==> src/hdl/cmps_pkg.sv <==
// Package with constants and carrier types for the clock mode power sequencer.
package cmps_pkg;
  localparam logic [7:0] ADR_CLKCTL   = 8'h00;
  localparam logic [7:0] ADR_STATUS   = 8'h04;
  localparam logic [7:0] ADR_CONFIG   = 8'h08;
  localparam logic [7:0] ADR_TIMERS   = 8'h0C;
  localparam logic [7:0] ADR_EVENTS   = 8'h10;
  localparam int CC_SEL   = 0;
  localparam int CC_STOP  = 1;
  localparam int CC_MODE  = 2;
  localparam int CC_T0LCK = 4;
  localparam int ST_PD    = 3;
  localparam int ST_TO    = 4;
  localparam logic [1:0] MODE_STANDBY = 2'b10;
  localparam logic [1:0] MODE_HALT    = 2'b01;
  localparam logic [4:0] CLKCTL_RST   = 5'h01;
  localparam int CLK_MHZ        = 40;
  localparam int PWRUP_US       = 140;
  localparam int PWRUP_CYC      = PWRUP_US * CLK_MHZ;
  localparam int OST_CYC        = 16;
  localparam int WAKE_XT_CYC    = 512;
  localparam int WAKE_RC_CYC    = 16;
  localparam logic [11:0] VEC_IRQ = 12'h008;
  localparam int CNT_W          = 20;

  typedef enum logic [4:0] {
    CM_RESET   = 5'b00001,
    CM_RUN     = 5'b00010,
    CM_STANDBY = 5'b00100,
    CM_HALT    = 5'b01000,
    CM_SETTLE  = 5'b10000
  } cm_state_t;

  typedef struct packed {
    logic       wdt_timeout;
    logic       wdt_reset;
    logic       portb_change;
    logic       ext_edge;
    logic [2:0] timer_wrap;
  } cm_wake_t;

  typedef struct packed {
    logic       fast_crystal_osc;
    logic       mid_crystal_osc;
    logic       watch_crystal_osc;
    logic       div4;
    logic       start_fast;
    logic       t0_slow_src;
  } cm_cfg_t;
endpackage

==> src/hdl/cmps_seq.sv <==
// Clock mode, power mode and reset sequencer with a classic Wishbone slave.
// Operation
// - Fast clock selected as system clock when select bit is one.
// - Instruction clock is system clock divided by two or four.
// - After reset, run fast or slow per startup configuration.
// - Mode field 10b enters standby, 01b enters halt.
// - Halt entry clears powerdown_n, sets watchdog_expired_n, clears watchdog.
// - Fast clock stop bit stops fast oscillator in slow and fast modes alike.
// - Slow clock feeds timer0 when routing bit and configuration agree in fast run.
// - Standby stops execution; slow clock and enabled timers keep running.
// - Standby exits on timer, watchdog, port_b change or external edge.
// - Halt stops execution, timers, peripherals and both oscillators.
// - Halt exits only on watchdog, port_b change or external edge.
// - After wake-up resume fast or slow per select bit.
// - Halt settling is 512 cycles with crystal modes, else 16.
// - Standby wake-up applies no settling delay.
// - Wake-up vectors to 0x008 when interrupts were enabled, else continues.
// - Stop bit change with halt entry accepted; avoid clock switch with sleep.
// - Reset on power-on, low supply, reset pin low or watchdog reset.
// - Reset loads defined values; unknown-valued registers keep contents.
// - Power-on/low supply set both flags; pin reset sets both only from halt.
// - Watchdog reset clears expired flag; powerdown cleared in halt, else set.
// - After release wait power-up time then 16 fast oscillator cycles.
//
// The Wishbone interface to the registers and the address map are this design's own decisions.
`timescale 1ns/100ps
module cmps_seq
  import cmps_pkg::*;
#(
  parameter int PWRUP_CYCLES = cmps_pkg::PWRUP_CYC
) (
  // Clock and reset.
  input  wire logic             clk_i,
  input  wire logic             rst_i,
  // Reset sources.
  input  wire logic             por_i,
  input  wire logic             low_supply_reset_i,
  input  wire logic             ext_reset_n_pin_i,
  // Core side.
  input  wire logic             sleep_op_i,
  input  wire logic             clrwdt_op_i,
  input  wire logic             global_irq_enable_i,
  input  wire logic             insn_boundary_i,
  input  wire logic             fast_ready_i,
  input  wire cmps_pkg::cm_cfg_t cfg_i,
  input  wire cmps_pkg::cm_wake_t wake_i,
  // Wishbone slave.
  input  wire logic             wb_cyc_i,
  input  wire logic             wb_stb_i,
  input  wire logic             wb_we_i,
  input  wire logic [7:0]       wb_adr_i,
  input  wire logic [3:0]       wb_sel_i,
  input  wire logic [31:0]      wb_dat_i,
  output logic [31:0]           wb_dat_o,
  output logic                  wb_ack_o,
  // Clock and power controls.
  output logic                  fast_osc_en_o,
  output logic                  slow_osc_en_o,
  output logic                  sys_clk_fast_o,
  output logic                  inst_div4_o,
  output logic                  cpu_run_o,
  output logic                  cpu_reset_o,
  output logic                  periph_en_o,
  output logic [2:0]            timer_en_o,
  output logic                  t0_slow_clk_o,
  output logic                  wdt_clear_o,
  output logic                  wake_vector_o,
  output logic                  wake_next_o,
  output logic                  watchdog_expired_n_o,
  output logic                  powerdown_n_o
);
  import cmps_pkg::*;

  cm_state_t   state_r;
  logic [4:0]  clkctl_r;
  logic [2:0]  timer_on_r;
  logic        gie_sleep_r;
  logic [CNT_W-1:0] cnt_r;
  logic        ostwait_r;
  logic        pin_s1_r;
  logic        pin_s2_r;
  logic        rst_evt;
  logic        wr_stb;
  logic        rd_stb;
  logic        halt_req;
  logic        stby_req;
  logic        wake_stby;
  logic        wake_halt;
  logic        xtal;

  assign wr_stb = wb_cyc_i && wb_stb_i && !wb_ack_o && wb_we_i && wb_sel_i[0];
  assign rd_stb = wb_cyc_i && wb_stb_i && !wb_ack_o && !wb_we_i;
  assign xtal   = cfg_i.fast_crystal_osc || cfg_i.mid_crystal_osc || cfg_i.watch_crystal_osc;
  assign stby_req = wr_stb && (wb_adr_i == ADR_CLKCTL)
                    && (wb_dat_i[CC_MODE+1:CC_MODE] == MODE_STANDBY);
  assign halt_req = (state_r == CM_RUN) && (sleep_op_i || (wr_stb && (wb_adr_i == ADR_CLKCTL)
                    && (wb_dat_i[CC_MODE+1:CC_MODE] == MODE_HALT)));
  assign wake_stby = (|wake_i.timer_wrap) || wake_i.wdt_timeout || wake_i.portb_change
                     || wake_i.ext_edge;
  assign wake_halt = wake_i.wdt_timeout || wake_i.portb_change || wake_i.ext_edge;

  // Reset pin synchroniser.
  always_ff @(posedge clk_i) begin
    if (rst_i) begin
      pin_s1_r <= 1'b1;
      pin_s2_r <= 1'b1;
    end else begin
      pin_s1_r <= ext_reset_n_pin_i;
      pin_s2_r <= pin_s1_r;
    end
  end

  assign rst_evt = por_i || low_supply_reset_i || !pin_s2_r || wake_i.wdt_reset;

  // Operating mode sequencer.
  always_ff @(posedge clk_i) begin
    if (rst_i) begin
      state_r   <= CM_RESET;
      cnt_r     <= '0;
      ostwait_r <= 1'b0;
    end else if (rst_evt) begin
      state_r   <= CM_RESET;
      cnt_r     <= '0;
      ostwait_r <= 1'b0;
    end else begin
      case (state_r)
        CM_RESET: begin
          if (!ostwait_r) begin
            if (cnt_r >= CNT_W'(PWRUP_CYCLES - 1)) begin
              ostwait_r <= 1'b1;
              cnt_r     <= '0;
            end else begin
              cnt_r <= cnt_r + 1'b1;
            end
          end else if (fast_ready_i) begin
            if (cnt_r >= CNT_W'(OST_CYC - 1)) begin
              state_r <= CM_RUN;
              cnt_r   <= '0;
            end else begin
              cnt_r <= cnt_r + 1'b1;
            end
          end
        end
        CM_RUN: begin
          if (halt_req) begin
            state_r <= CM_HALT;
          end else if (stby_req) begin
            state_r <= CM_STANDBY;
          end
        end
        CM_STANDBY: begin
          if (wake_stby) begin
            state_r <= CM_RUN;
          end
        end
        CM_HALT: begin
          if (wake_halt) begin
            state_r <= CM_SETTLE;
            cnt_r   <= '0;
          end
        end
        CM_SETTLE: begin
          if (cnt_r >= (xtal ? CNT_W'(WAKE_XT_CYC - 1) : CNT_W'(WAKE_RC_CYC - 1))) begin
            state_r <= CM_RUN;
          end else begin
            cnt_r <= cnt_r + 1'b1;
          end
        end
        default: state_r <= CM_RESET;
      endcase
    end
  end

  // Clock control register; mode field is write-only.
  always_ff @(posedge clk_i) begin
    if (rst_i) begin
      clkctl_r   <= CLKCTL_RST;
      timer_on_r <= '0;
    end else if (rst_evt || (state_r == CM_RESET)) begin
      clkctl_r   <= {4'h0, cfg_i.start_fast};
      timer_on_r <= '0;
    end else if (wr_stb && wb_adr_i == ADR_CLKCTL) begin
      // Stop bit; accepted with halt entry.
      clkctl_r <= {wb_dat_i[CC_T0LCK], 2'b00, wb_dat_i[CC_STOP], wb_dat_i[CC_SEL]};
    end else if (wr_stb && wb_adr_i == ADR_TIMERS) begin
      timer_on_r <= wb_dat_i[2:0];
    end
  end

  always_ff @(posedge clk_i) begin
    if (rst_i) begin
      watchdog_expired_n_o <= 1'b1;
      powerdown_n_o        <= 1'b1;
    end else if (por_i || low_supply_reset_i) begin
      watchdog_expired_n_o <= 1'b1;
      powerdown_n_o        <= 1'b1;
    end else if (wake_i.wdt_reset) begin
      watchdog_expired_n_o <= 1'b0;
      powerdown_n_o        <= !(state_r == CM_HALT);
    end else if (!pin_s2_r) begin
      if (state_r == CM_HALT) begin
        watchdog_expired_n_o <= 1'b1;
        powerdown_n_o        <= 1'b1;
      end
    end else if (halt_req) begin
      watchdog_expired_n_o <= 1'b1;
      powerdown_n_o        <= 1'b0;
    end else if (clrwdt_op_i) begin
      watchdog_expired_n_o <= 1'b1;
      powerdown_n_o        <= 1'b1;
    end
  end

  // Remember interrupt enable at sleep entry and pulse the wake action.
  always_ff @(posedge clk_i) begin
    if (rst_i) begin
      gie_sleep_r   <= 1'b0;
      wake_vector_o <= 1'b0;
      wake_next_o   <= 1'b0;
    end else begin
      if (halt_req || (state_r == CM_RUN && stby_req)) begin
        gie_sleep_r <= global_irq_enable_i;
      end
      wake_vector_o <= 1'b0;
      wake_next_o   <= 1'b0;
      if (!rst_evt && ((state_r == CM_STANDBY && wake_stby)
          || (state_r == CM_SETTLE && state_r != CM_RUN
              && cnt_r >= (xtal ? CNT_W'(WAKE_XT_CYC - 1) : CNT_W'(WAKE_RC_CYC - 1))))) begin
        wake_vector_o <= gie_sleep_r;
        wake_next_o   <= !gie_sleep_r;
      end
    end
  end

  // Clock and power outputs.
  always_ff @(posedge clk_i) begin
    if (rst_i) begin
      fast_osc_en_o  <= 1'b1;
      slow_osc_en_o  <= 1'b1;
      sys_clk_fast_o <= 1'b1;
      inst_div4_o    <= 1'b0;
      cpu_run_o      <= 1'b0;
      cpu_reset_o    <= 1'b1;
      periph_en_o    <= 1'b0;
      timer_en_o     <= '0;
      t0_slow_clk_o  <= 1'b0;
      wdt_clear_o    <= 1'b0;
    end else begin
      // Halt and reset turn both oscillators off or hold them.
      fast_osc_en_o <= (state_r == CM_RESET) ||
                       (state_r != CM_HALT && !clkctl_r[CC_STOP]);
      slow_osc_en_o <= (state_r != CM_HALT);
      // Source follows select bit at boundaries while running, at any time otherwise.
      if (state_r != CM_RUN || insn_boundary_i) begin
        sys_clk_fast_o <= clkctl_r[CC_SEL];
      end
      inst_div4_o  <= cfg_i.div4;
      cpu_run_o    <= (state_r == CM_RUN) && !halt_req && !stby_req && !rst_evt;
      cpu_reset_o  <= (state_r == CM_RESET) || rst_evt;
      periph_en_o  <= (state_r == CM_RUN);
      timer_en_o   <= (state_r == CM_RUN || state_r == CM_STANDBY) ? timer_on_r : 3'h0;
      t0_slow_clk_o <= clkctl_r[CC_T0LCK] && cfg_i.t0_slow_src && clkctl_r[CC_SEL];
      wdt_clear_o  <= halt_req || clrwdt_op_i;
    end
  end

  // Wishbone answer.
  always_ff @(posedge clk_i) begin
    if (rst_i) begin
      wb_ack_o <= 1'b0;
      wb_dat_o <= '0;
    end else begin
      wb_ack_o <= wb_cyc_i && wb_stb_i && !wb_ack_o;
      wb_dat_o <= '0;
      if (rd_stb) begin
        if (wb_adr_i == ADR_CLKCTL) begin
          wb_dat_o <= {27'h0, clkctl_r};
        end else if (wb_adr_i == ADR_STATUS) begin
          wb_dat_o <= {27'h0, watchdog_expired_n_o, powerdown_n_o, 3'h0};
        end else if (wb_adr_i == ADR_CONFIG) begin
          wb_dat_o <= {26'h0, state_r, gie_sleep_r};
        end else if (wb_adr_i == ADR_TIMERS) begin
          wb_dat_o <= {29'h0, timer_on_r};
        end
      end
    end
  end

  property settle_len_p;
    @(posedge clk_i) disable iff (rst_i)
      (state_r == CM_HALT && wake_halt && !rst_evt && !xtal) |=>
        (state_r == CM_SETTLE) [*8];
  endproperty
  settle_len_a: assert property (settle_len_p) else $error("Halt settle too short.");

  halt_flags_a: assert property (@(posedge clk_i) disable iff (rst_i)
    (halt_req && !rst_evt && !clrwdt_op_i) |=> (!powerdown_n_o && watchdog_expired_n_o))
    else $error("Halt entry flags wrong.");

  stby_wake_a: assert property (@(posedge clk_i) disable iff (rst_i)
    (state_r == CM_STANDBY && wake_stby && !rst_evt) |=> state_r == CM_RUN)
    else $error("Standby wake delayed.");

  halt_wake_a: assert property (@(posedge clk_i) disable iff (rst_i)
    (state_r == CM_HALT && !wake_halt && !rst_evt) |=> state_r == CM_HALT)
    else $error("Halt left without source.");

  halt_osc_a: assert property (@(posedge clk_i) disable iff (rst_i)
    (state_r == CM_HALT) [*2] |-> (!slow_osc_en_o && !fast_osc_en_o && !cpu_run_o))
    else $error("Oscillator on in halt.");

  wdt_flags_a: assert property (@(posedge clk_i) disable iff (rst_i)
    (wake_i.wdt_reset && !por_i && !low_supply_reset_i) |=>
      (!watchdog_expired_n_o && powerdown_n_o == !($past(state_r) == CM_HALT)))
    else $error("Watchdog reset flags wrong.");

  rst_hold_a: assert property (@(posedge clk_i) disable iff (rst_i)
    rst_evt |=> (cpu_reset_o && !cpu_run_o))
    else $error("Reset event missed.");

  stby_stop_a: assert property (@(posedge clk_i) disable iff (rst_i)
    (state_r == CM_STANDBY) [*2] |-> (!cpu_run_o && slow_osc_en_o))
    else $error("Standby executing.");
endmodule

==> config.mk <==
export PLATFORM = sky130hd
export DESIGN_NAME = cmps_seq
export DESIGN_NICKNAME = d
export VERILOG_FILES = /design/src/hdl/cmps_pkg.sv /design/src/hdl/cmps_seq.sv
export SDC_FILE = /design/constraint.sdc
export NUM_CORES = 1
export LEC_CHECK = 0
export BUFFER_PORTS_ARGS = -buffer_cell sky130_fd_sc_hd__buf_2
export CAP_MARGIN = 20
export CORE_ASPECT_RATIO = 0.6
export CORE_MARGIN = 3
export CORE_UTILIZATION = 40
export CTS_CLUSTER_SIZE = 10
export DETAILED_ROUTE_END_ITERATION = 10
export GPL_ROUTABILITY_DRIVEN = 0
export PLACE_DENSITY = 0.68
export SLEW_MARGIN = 20
export SYNTH_ARGS = -nofsm -noshare
export SYNTH_HDL_FRONTEND = slang
export SYNTH_SLANG_ARGS = --single-unit
==> constraint.sdc <==
create_clock -name clk_i -period 3.7 [get_ports clk_i]
set_clock_uncertainty 0.15 [all_clocks]
set_input_delay 0.555 -clock clk_i [delete_from_list [all_inputs] [get_ports clk_i]]
set_output_delay 0.555 -clock clk_i [all_outputs]
set_load 0.05 [all_outputs]
After elaboration in Yosys (flattened, before gate mapping)
Index checks and enable logic that the tools add are counted.
{"block": "word_totals", "regBits": 84, "input_bits": 70}
{"block": "classes", "addsub": 1, "order_cmp": 3, "eq_ne": 22, "n_mux": 33, "n_bitwise": 4, "n_reduce_logical": 66}
{"cell": "$mux W20", "n": 6}
{"cell": "$pmux W20 S3", "n": 1}
{"cell": "$mux W5", "n": 10}
{"cell": "$pmux W5 S5", "n": 1}
{"cell": "$logic_and A1 B1 Y1", "n": 21}
{"cell": "$add A20 B1 Y20 const B", "n": 1}
{"cell": "$ge A20 B13 Y1 const B", "n": 1}
{"cell": "$ge A20 B4 Y1 const B", "n": 1}
{"cell": "$ge A20 B9 Y1", "n": 1}
{"cell": "$logic_or A1 B1 Y1", "n": 18}
{"cell": "$eq A8 B4 Y1 const B", "n": 2}
{"cell": "$mux W1", "n": 12}
{"cell": "$ne A2 B2 Y1 const B", "n": 6}
{"cell": "$reduce_or A2 Y1", "n": 6}
{"cell": "$logic_not A1 Y1", "n": 9}
{"cell": "$mux W9", "n": 1}
{"cell": "$eq A8 B3 Y1 const B", "n": 1}
{"cell": "$logic_not A8 Y1", "n": 1}
{"cell": "$reduce_and A7 Y1", "n": 1}
{"cell": "$mux W6", "n": 1}
{"cell": "$ne A3 B3 Y1 const B", "n": 2}
{"cell": "$reduce_bool A3 Y1", "n": 2}
{"cell": "$reduce_or A3 Y1", "n": 2}
{"cell": "$eq A5 B1 Y1 const B", "n": 1}
{"cell": "other kinds (17)", "n": 21}

Longest topological paths before layout
{"block": "depth", "depth_word": 12, "ltp_mapped": 8}

Worst setup path after synthesis
Ideal clock, no wire load.
{"block": "synth_path", "path_type": "reg-to-reg", "start": "register state_r[1]", "end": "register cnt_r[10]", "arrival_ns": 2.401, "setup_slack_ns": 1.076, "path_stages_with_launch": 9, "path_cell_list": "dfxtp_1 -> buf_6 -> or4b_4 -> or2_0 -> buf_6 -> a211oi_4 -> o21ai_4 -> or4_1 -> a21oi_1"}
{"block": "synth_via", "elab_chain_cells": 3, "word_cells_on_any_way": 9}
{"item": "start, declared", "line_no": "cmps_seq.sv:74", "source": "cm_state_t state_r;"}
{"item": "start signal, assigned", "line_no": "cmps_seq.sv:118", "source": "state_r <= CM_RESET;"}
{"item": "start signal, assigned", "line_no": "cmps_seq.sv:122", "source": "state_r <= CM_RESET;"}
{"item": "start signal, assigned", "line_no": "cmps_seq.sv:137", "source": "state_r <= CM_RUN;"}
{"item": "$eq A5 B1 Y1 (tied with other cells)", "line_no": "cmps_seq.sv:126", "source": "case (state_r)"}
{"item": "$ne A3 B3 Y1 (no line) (tied with other cells)"}
{"item": "$reduce_and A4 Y1 (no line)"}
{"item": "end signal, assigned", "line_no": "cmps_seq.sv:133", "source": "cnt_r <= cnt_r + 1'b1;"}
{"item": "end signal, assigned", "line_no": "cmps_seq.sv:140", "source": "cnt_r <= cnt_r + 1'b1;"}
{"item": "end signal, assigned", "line_no": "cmps_seq.sv:166", "source": "cnt_r <= cnt_r + 1'b1;"}
{"item": "end, declared", "line_no": "cmps_seq.sv:78", "source": "logic [CNT_W-1:0] cnt_r;"}
Several ways; a longest one is shown, not always the timed one.
A chain may end at the register's enable or synchronous reset.

Worst setup path after layout
{"block": "layout_path", "start": "register state_r[4]", "end": "register cnt_r[10]"}
The elaborated chain is that of the path after synthesis.

==> key figures <==
Outcome
  • Outcome: complete, no violations

Route
  • Starting DRT DRC Count: 194
  • Vias: 2,650
  • # DRC: 0
  • Vias per inst: 5.36
  • Final ANT Viol Nets: 0
  • Routed length per placed instance: 14.9 µm
  • TritonRoute pass-1 iters: 4
  • Routed WL: 7.34 mm

Synthesis
  • Yosys cell types: 57
  • Fraction of registers with async set/reset: 0
  • Synthesized area: 0.00290 mm²
  • EDFF count, synth: 0
  • Syn Area/Cell: 8.53 µm²
  • Seq cells post-synth: 58
  • Post-synth top area cell: dfxtp_1
  • Post-synth top area share: 0.400
  • Cells after Synth: 340
  • YS warnings: 0
  • Synth Flop Type: dfxtp_1
  • Sequential area share after synthesis: 0.400
  • Largest cells by area after synthesis: dfxtp_1 40%, buf_4 6.7%, nor2_1 6.1%

Finish
  • Synthesis-to-layout area growth: 20.7%
  • Fin nets: 473
  • Layout cells sized above 1: 0.211
  • Most frequent cells in the layout: 62 x buf_2, 58 x dfxtp_1, 47 x nor2_1
  • Commonest non-fill, non-tap cell in the layout: buf_2
  • ANT cells: 0
  • Fill cells: 637

Floorplanning
  • Chip height: 72.0 µm
  • Die width: 116 µm
  • Die ar.: 0.00835 mm²
  • Row cnt: 23
  • Starting density of the core: 0.424
  • Core Area: 0.00685 mm²
  • Boundary pin count: 119

Critical path
  • Max stage delay cell, worst path: a211oi_4
  • Crit. Startpoint: state_r[4]
  • CP max stage delay: 0.61 ns
  • Critical path arrival: 3.15 ns
  • Crit path capture type: flop
  • Critical Path RT: 3.81 ns
  • Worst Path Max Fanout: 10
  • R2R Path Start: state_r[4]
  • Critical path class: reg -> reg
  • Startpoint types: flop
  • Cell Chain, Critical Path: or4b_4, or2_0, a211oi_4, o21ai_4, or4_1, a21oi_1

Clock tree
  • Cts hold-fix bufs: 0
  • CTS Sinks: 58
  • H-tree depth: 3
  • Worst skew pair latency: 0.33 ns
  • CTS tree: built
  • Root buf cell: clkbuf_16
  • Post-CTS setup buffer count: 0
  • Clock slew at reported path FFs: 0.06 ns
  • TritonCTS Buffers: 9
  • Post-CTS sizing: 0
  • Clock Path Buffers: 2

STA
  • Fin. max-slew vios: 0
  • Least-Margin Pin Slew: 0.697 ns
  • Max-Slew Margin vs Limit: 0.532
  • Setup violators final: 0
  • Hold Fails Final Rpt: 0
  • Fin worst setup slack: 0.652 ns
  • Final Cycle Share: 0.824
  • Period minus WS final: 3.05 ns
  • FMAX: 328 MHz
  • TNS Setup: 0 ns
  • RSZ-0062 raised after global routing: no

Run
  • Max cap viols: 0

Global route
  • Largest net degree at the start of global routing: 20
  • Global-route wire length before repair: 11.8 mm
  • Overflow after GRT: 0
  • Vias in the first global route: 2,453
  • GRT Overall Usage: 0.183
  • Initial antenna violation count: 0

Pwr
  • Pwr Density: 475 mW/mm²
  • Peak supply drop: 193 µV
  • P_leak: 0.00139 µW

Placement
  • Port buffer count: 62
  • Dpl hpwl: 5.57 mm
  • Pre-CTS setup slack: 0.722 ns

Worst hold path
  • Hold crit path type: in -> reg
  • Min-delay src: ext_reset_n_pin_i
layout make-up:
type / count / area [µm²] / share of cell area
repair buffers: 64 / 325 / 0.0929
inverters: 8 / 30.0 / 0.00858
flip-flops and latches: 58 / 1160 / 0.332
clock buffers: 9 / 225 / 0.0643
clock inverters: 7 / 103 / 0.0293
multi-input cells: 261 / 1550 / 0.442
well taps: 87 / 109 / 0.0311
cell families after synthesis:
| family | synth area share |
|---|---|
| XOR/XNOR | 0.0362 |
| multiplexers | 0.0345 |
| buffers and inverters | 0.0987 |
| AO/OA/AOI/OAI | 0.160 |
| flip-flops | 0.400 |
| adder cells (fa/ha/maj) | 0.00431 |
| AND/OR/NAND/NOR | 0.265 |
| other | 0.00129 |
where the power goes:
part	internal, µW	total (µW)	switching, µW
logic	29.5	125	95.7
registers	629	632	3.15
clock network	594	905	311
total	1250	1660	409
worst max-delay path: cells and delay by family, from the launching register on:
kind             cells  cell delay (ns)
AO/OA/AOI/OAI        3             0.95
flip-flops           1             0.36
AND/OR/NAND/NOR      3             1.51
sequential cells by signal, indices dropped and copies added (netlist names), 3 cells and up:
signal      count
clkctl_r        3
cnt_r          20
state_r         5
timer_en_o      3
timer_on_r      3
wb_dat_o        6
final timing paths:
kind | end | slack [ns] | cells past startpoint
worst max-delay path | cnt_r[10] | 0.65 | 6
worst min-delay path | pin_s1_r | 0.26 | 2
worst max register to register | cnt_r[10] | 0.65 | 6
worst min register to register | pin_s2_r | 0.26 | 1
cells in the mapped netlist (4+ instances only):
cell type  count
a21oi_1       16
and2_1         6
buf_4         26
clkbuf_1       8
dfxtp_1       58
inv_1          8
mux2i_1       10
nand2_1       17
nand3_1       10
nand3b_1       6
nand4_1        4
nor2_1        47
nor2b_1       11
nor3_1        12
nor4_1         5
o211ai_1       8
o21ai_0       11
or3_1          7
or4_1          4
xnor2_1        6
xor2_1         6
metal layers:
metal	global-route usage	part of all wire	up-vias
met4	0.0798	0.010	0
li1	-	-	1291
met5	0	0	-
met2	0.254	0.41	139
met1	0.263	0.49	1212
met3	0.0533	0.090	8
per-stage QoR:
stage               hold WS [ns]  total power [µW]  instances  cell area [µm²]  utilization
detailed placement         0.243               770        478             3170        0.463
floorplan                  0.239               758        365             3000            -
global placement           0.242               768        478             3170        0.463
global route               0.270              1720        494             3500        0.511
CTS                        0.247              1680        494             3500        0.511
finish                     0.255              1660        494             3500        0.511
(Power assumes the default switching activity.)
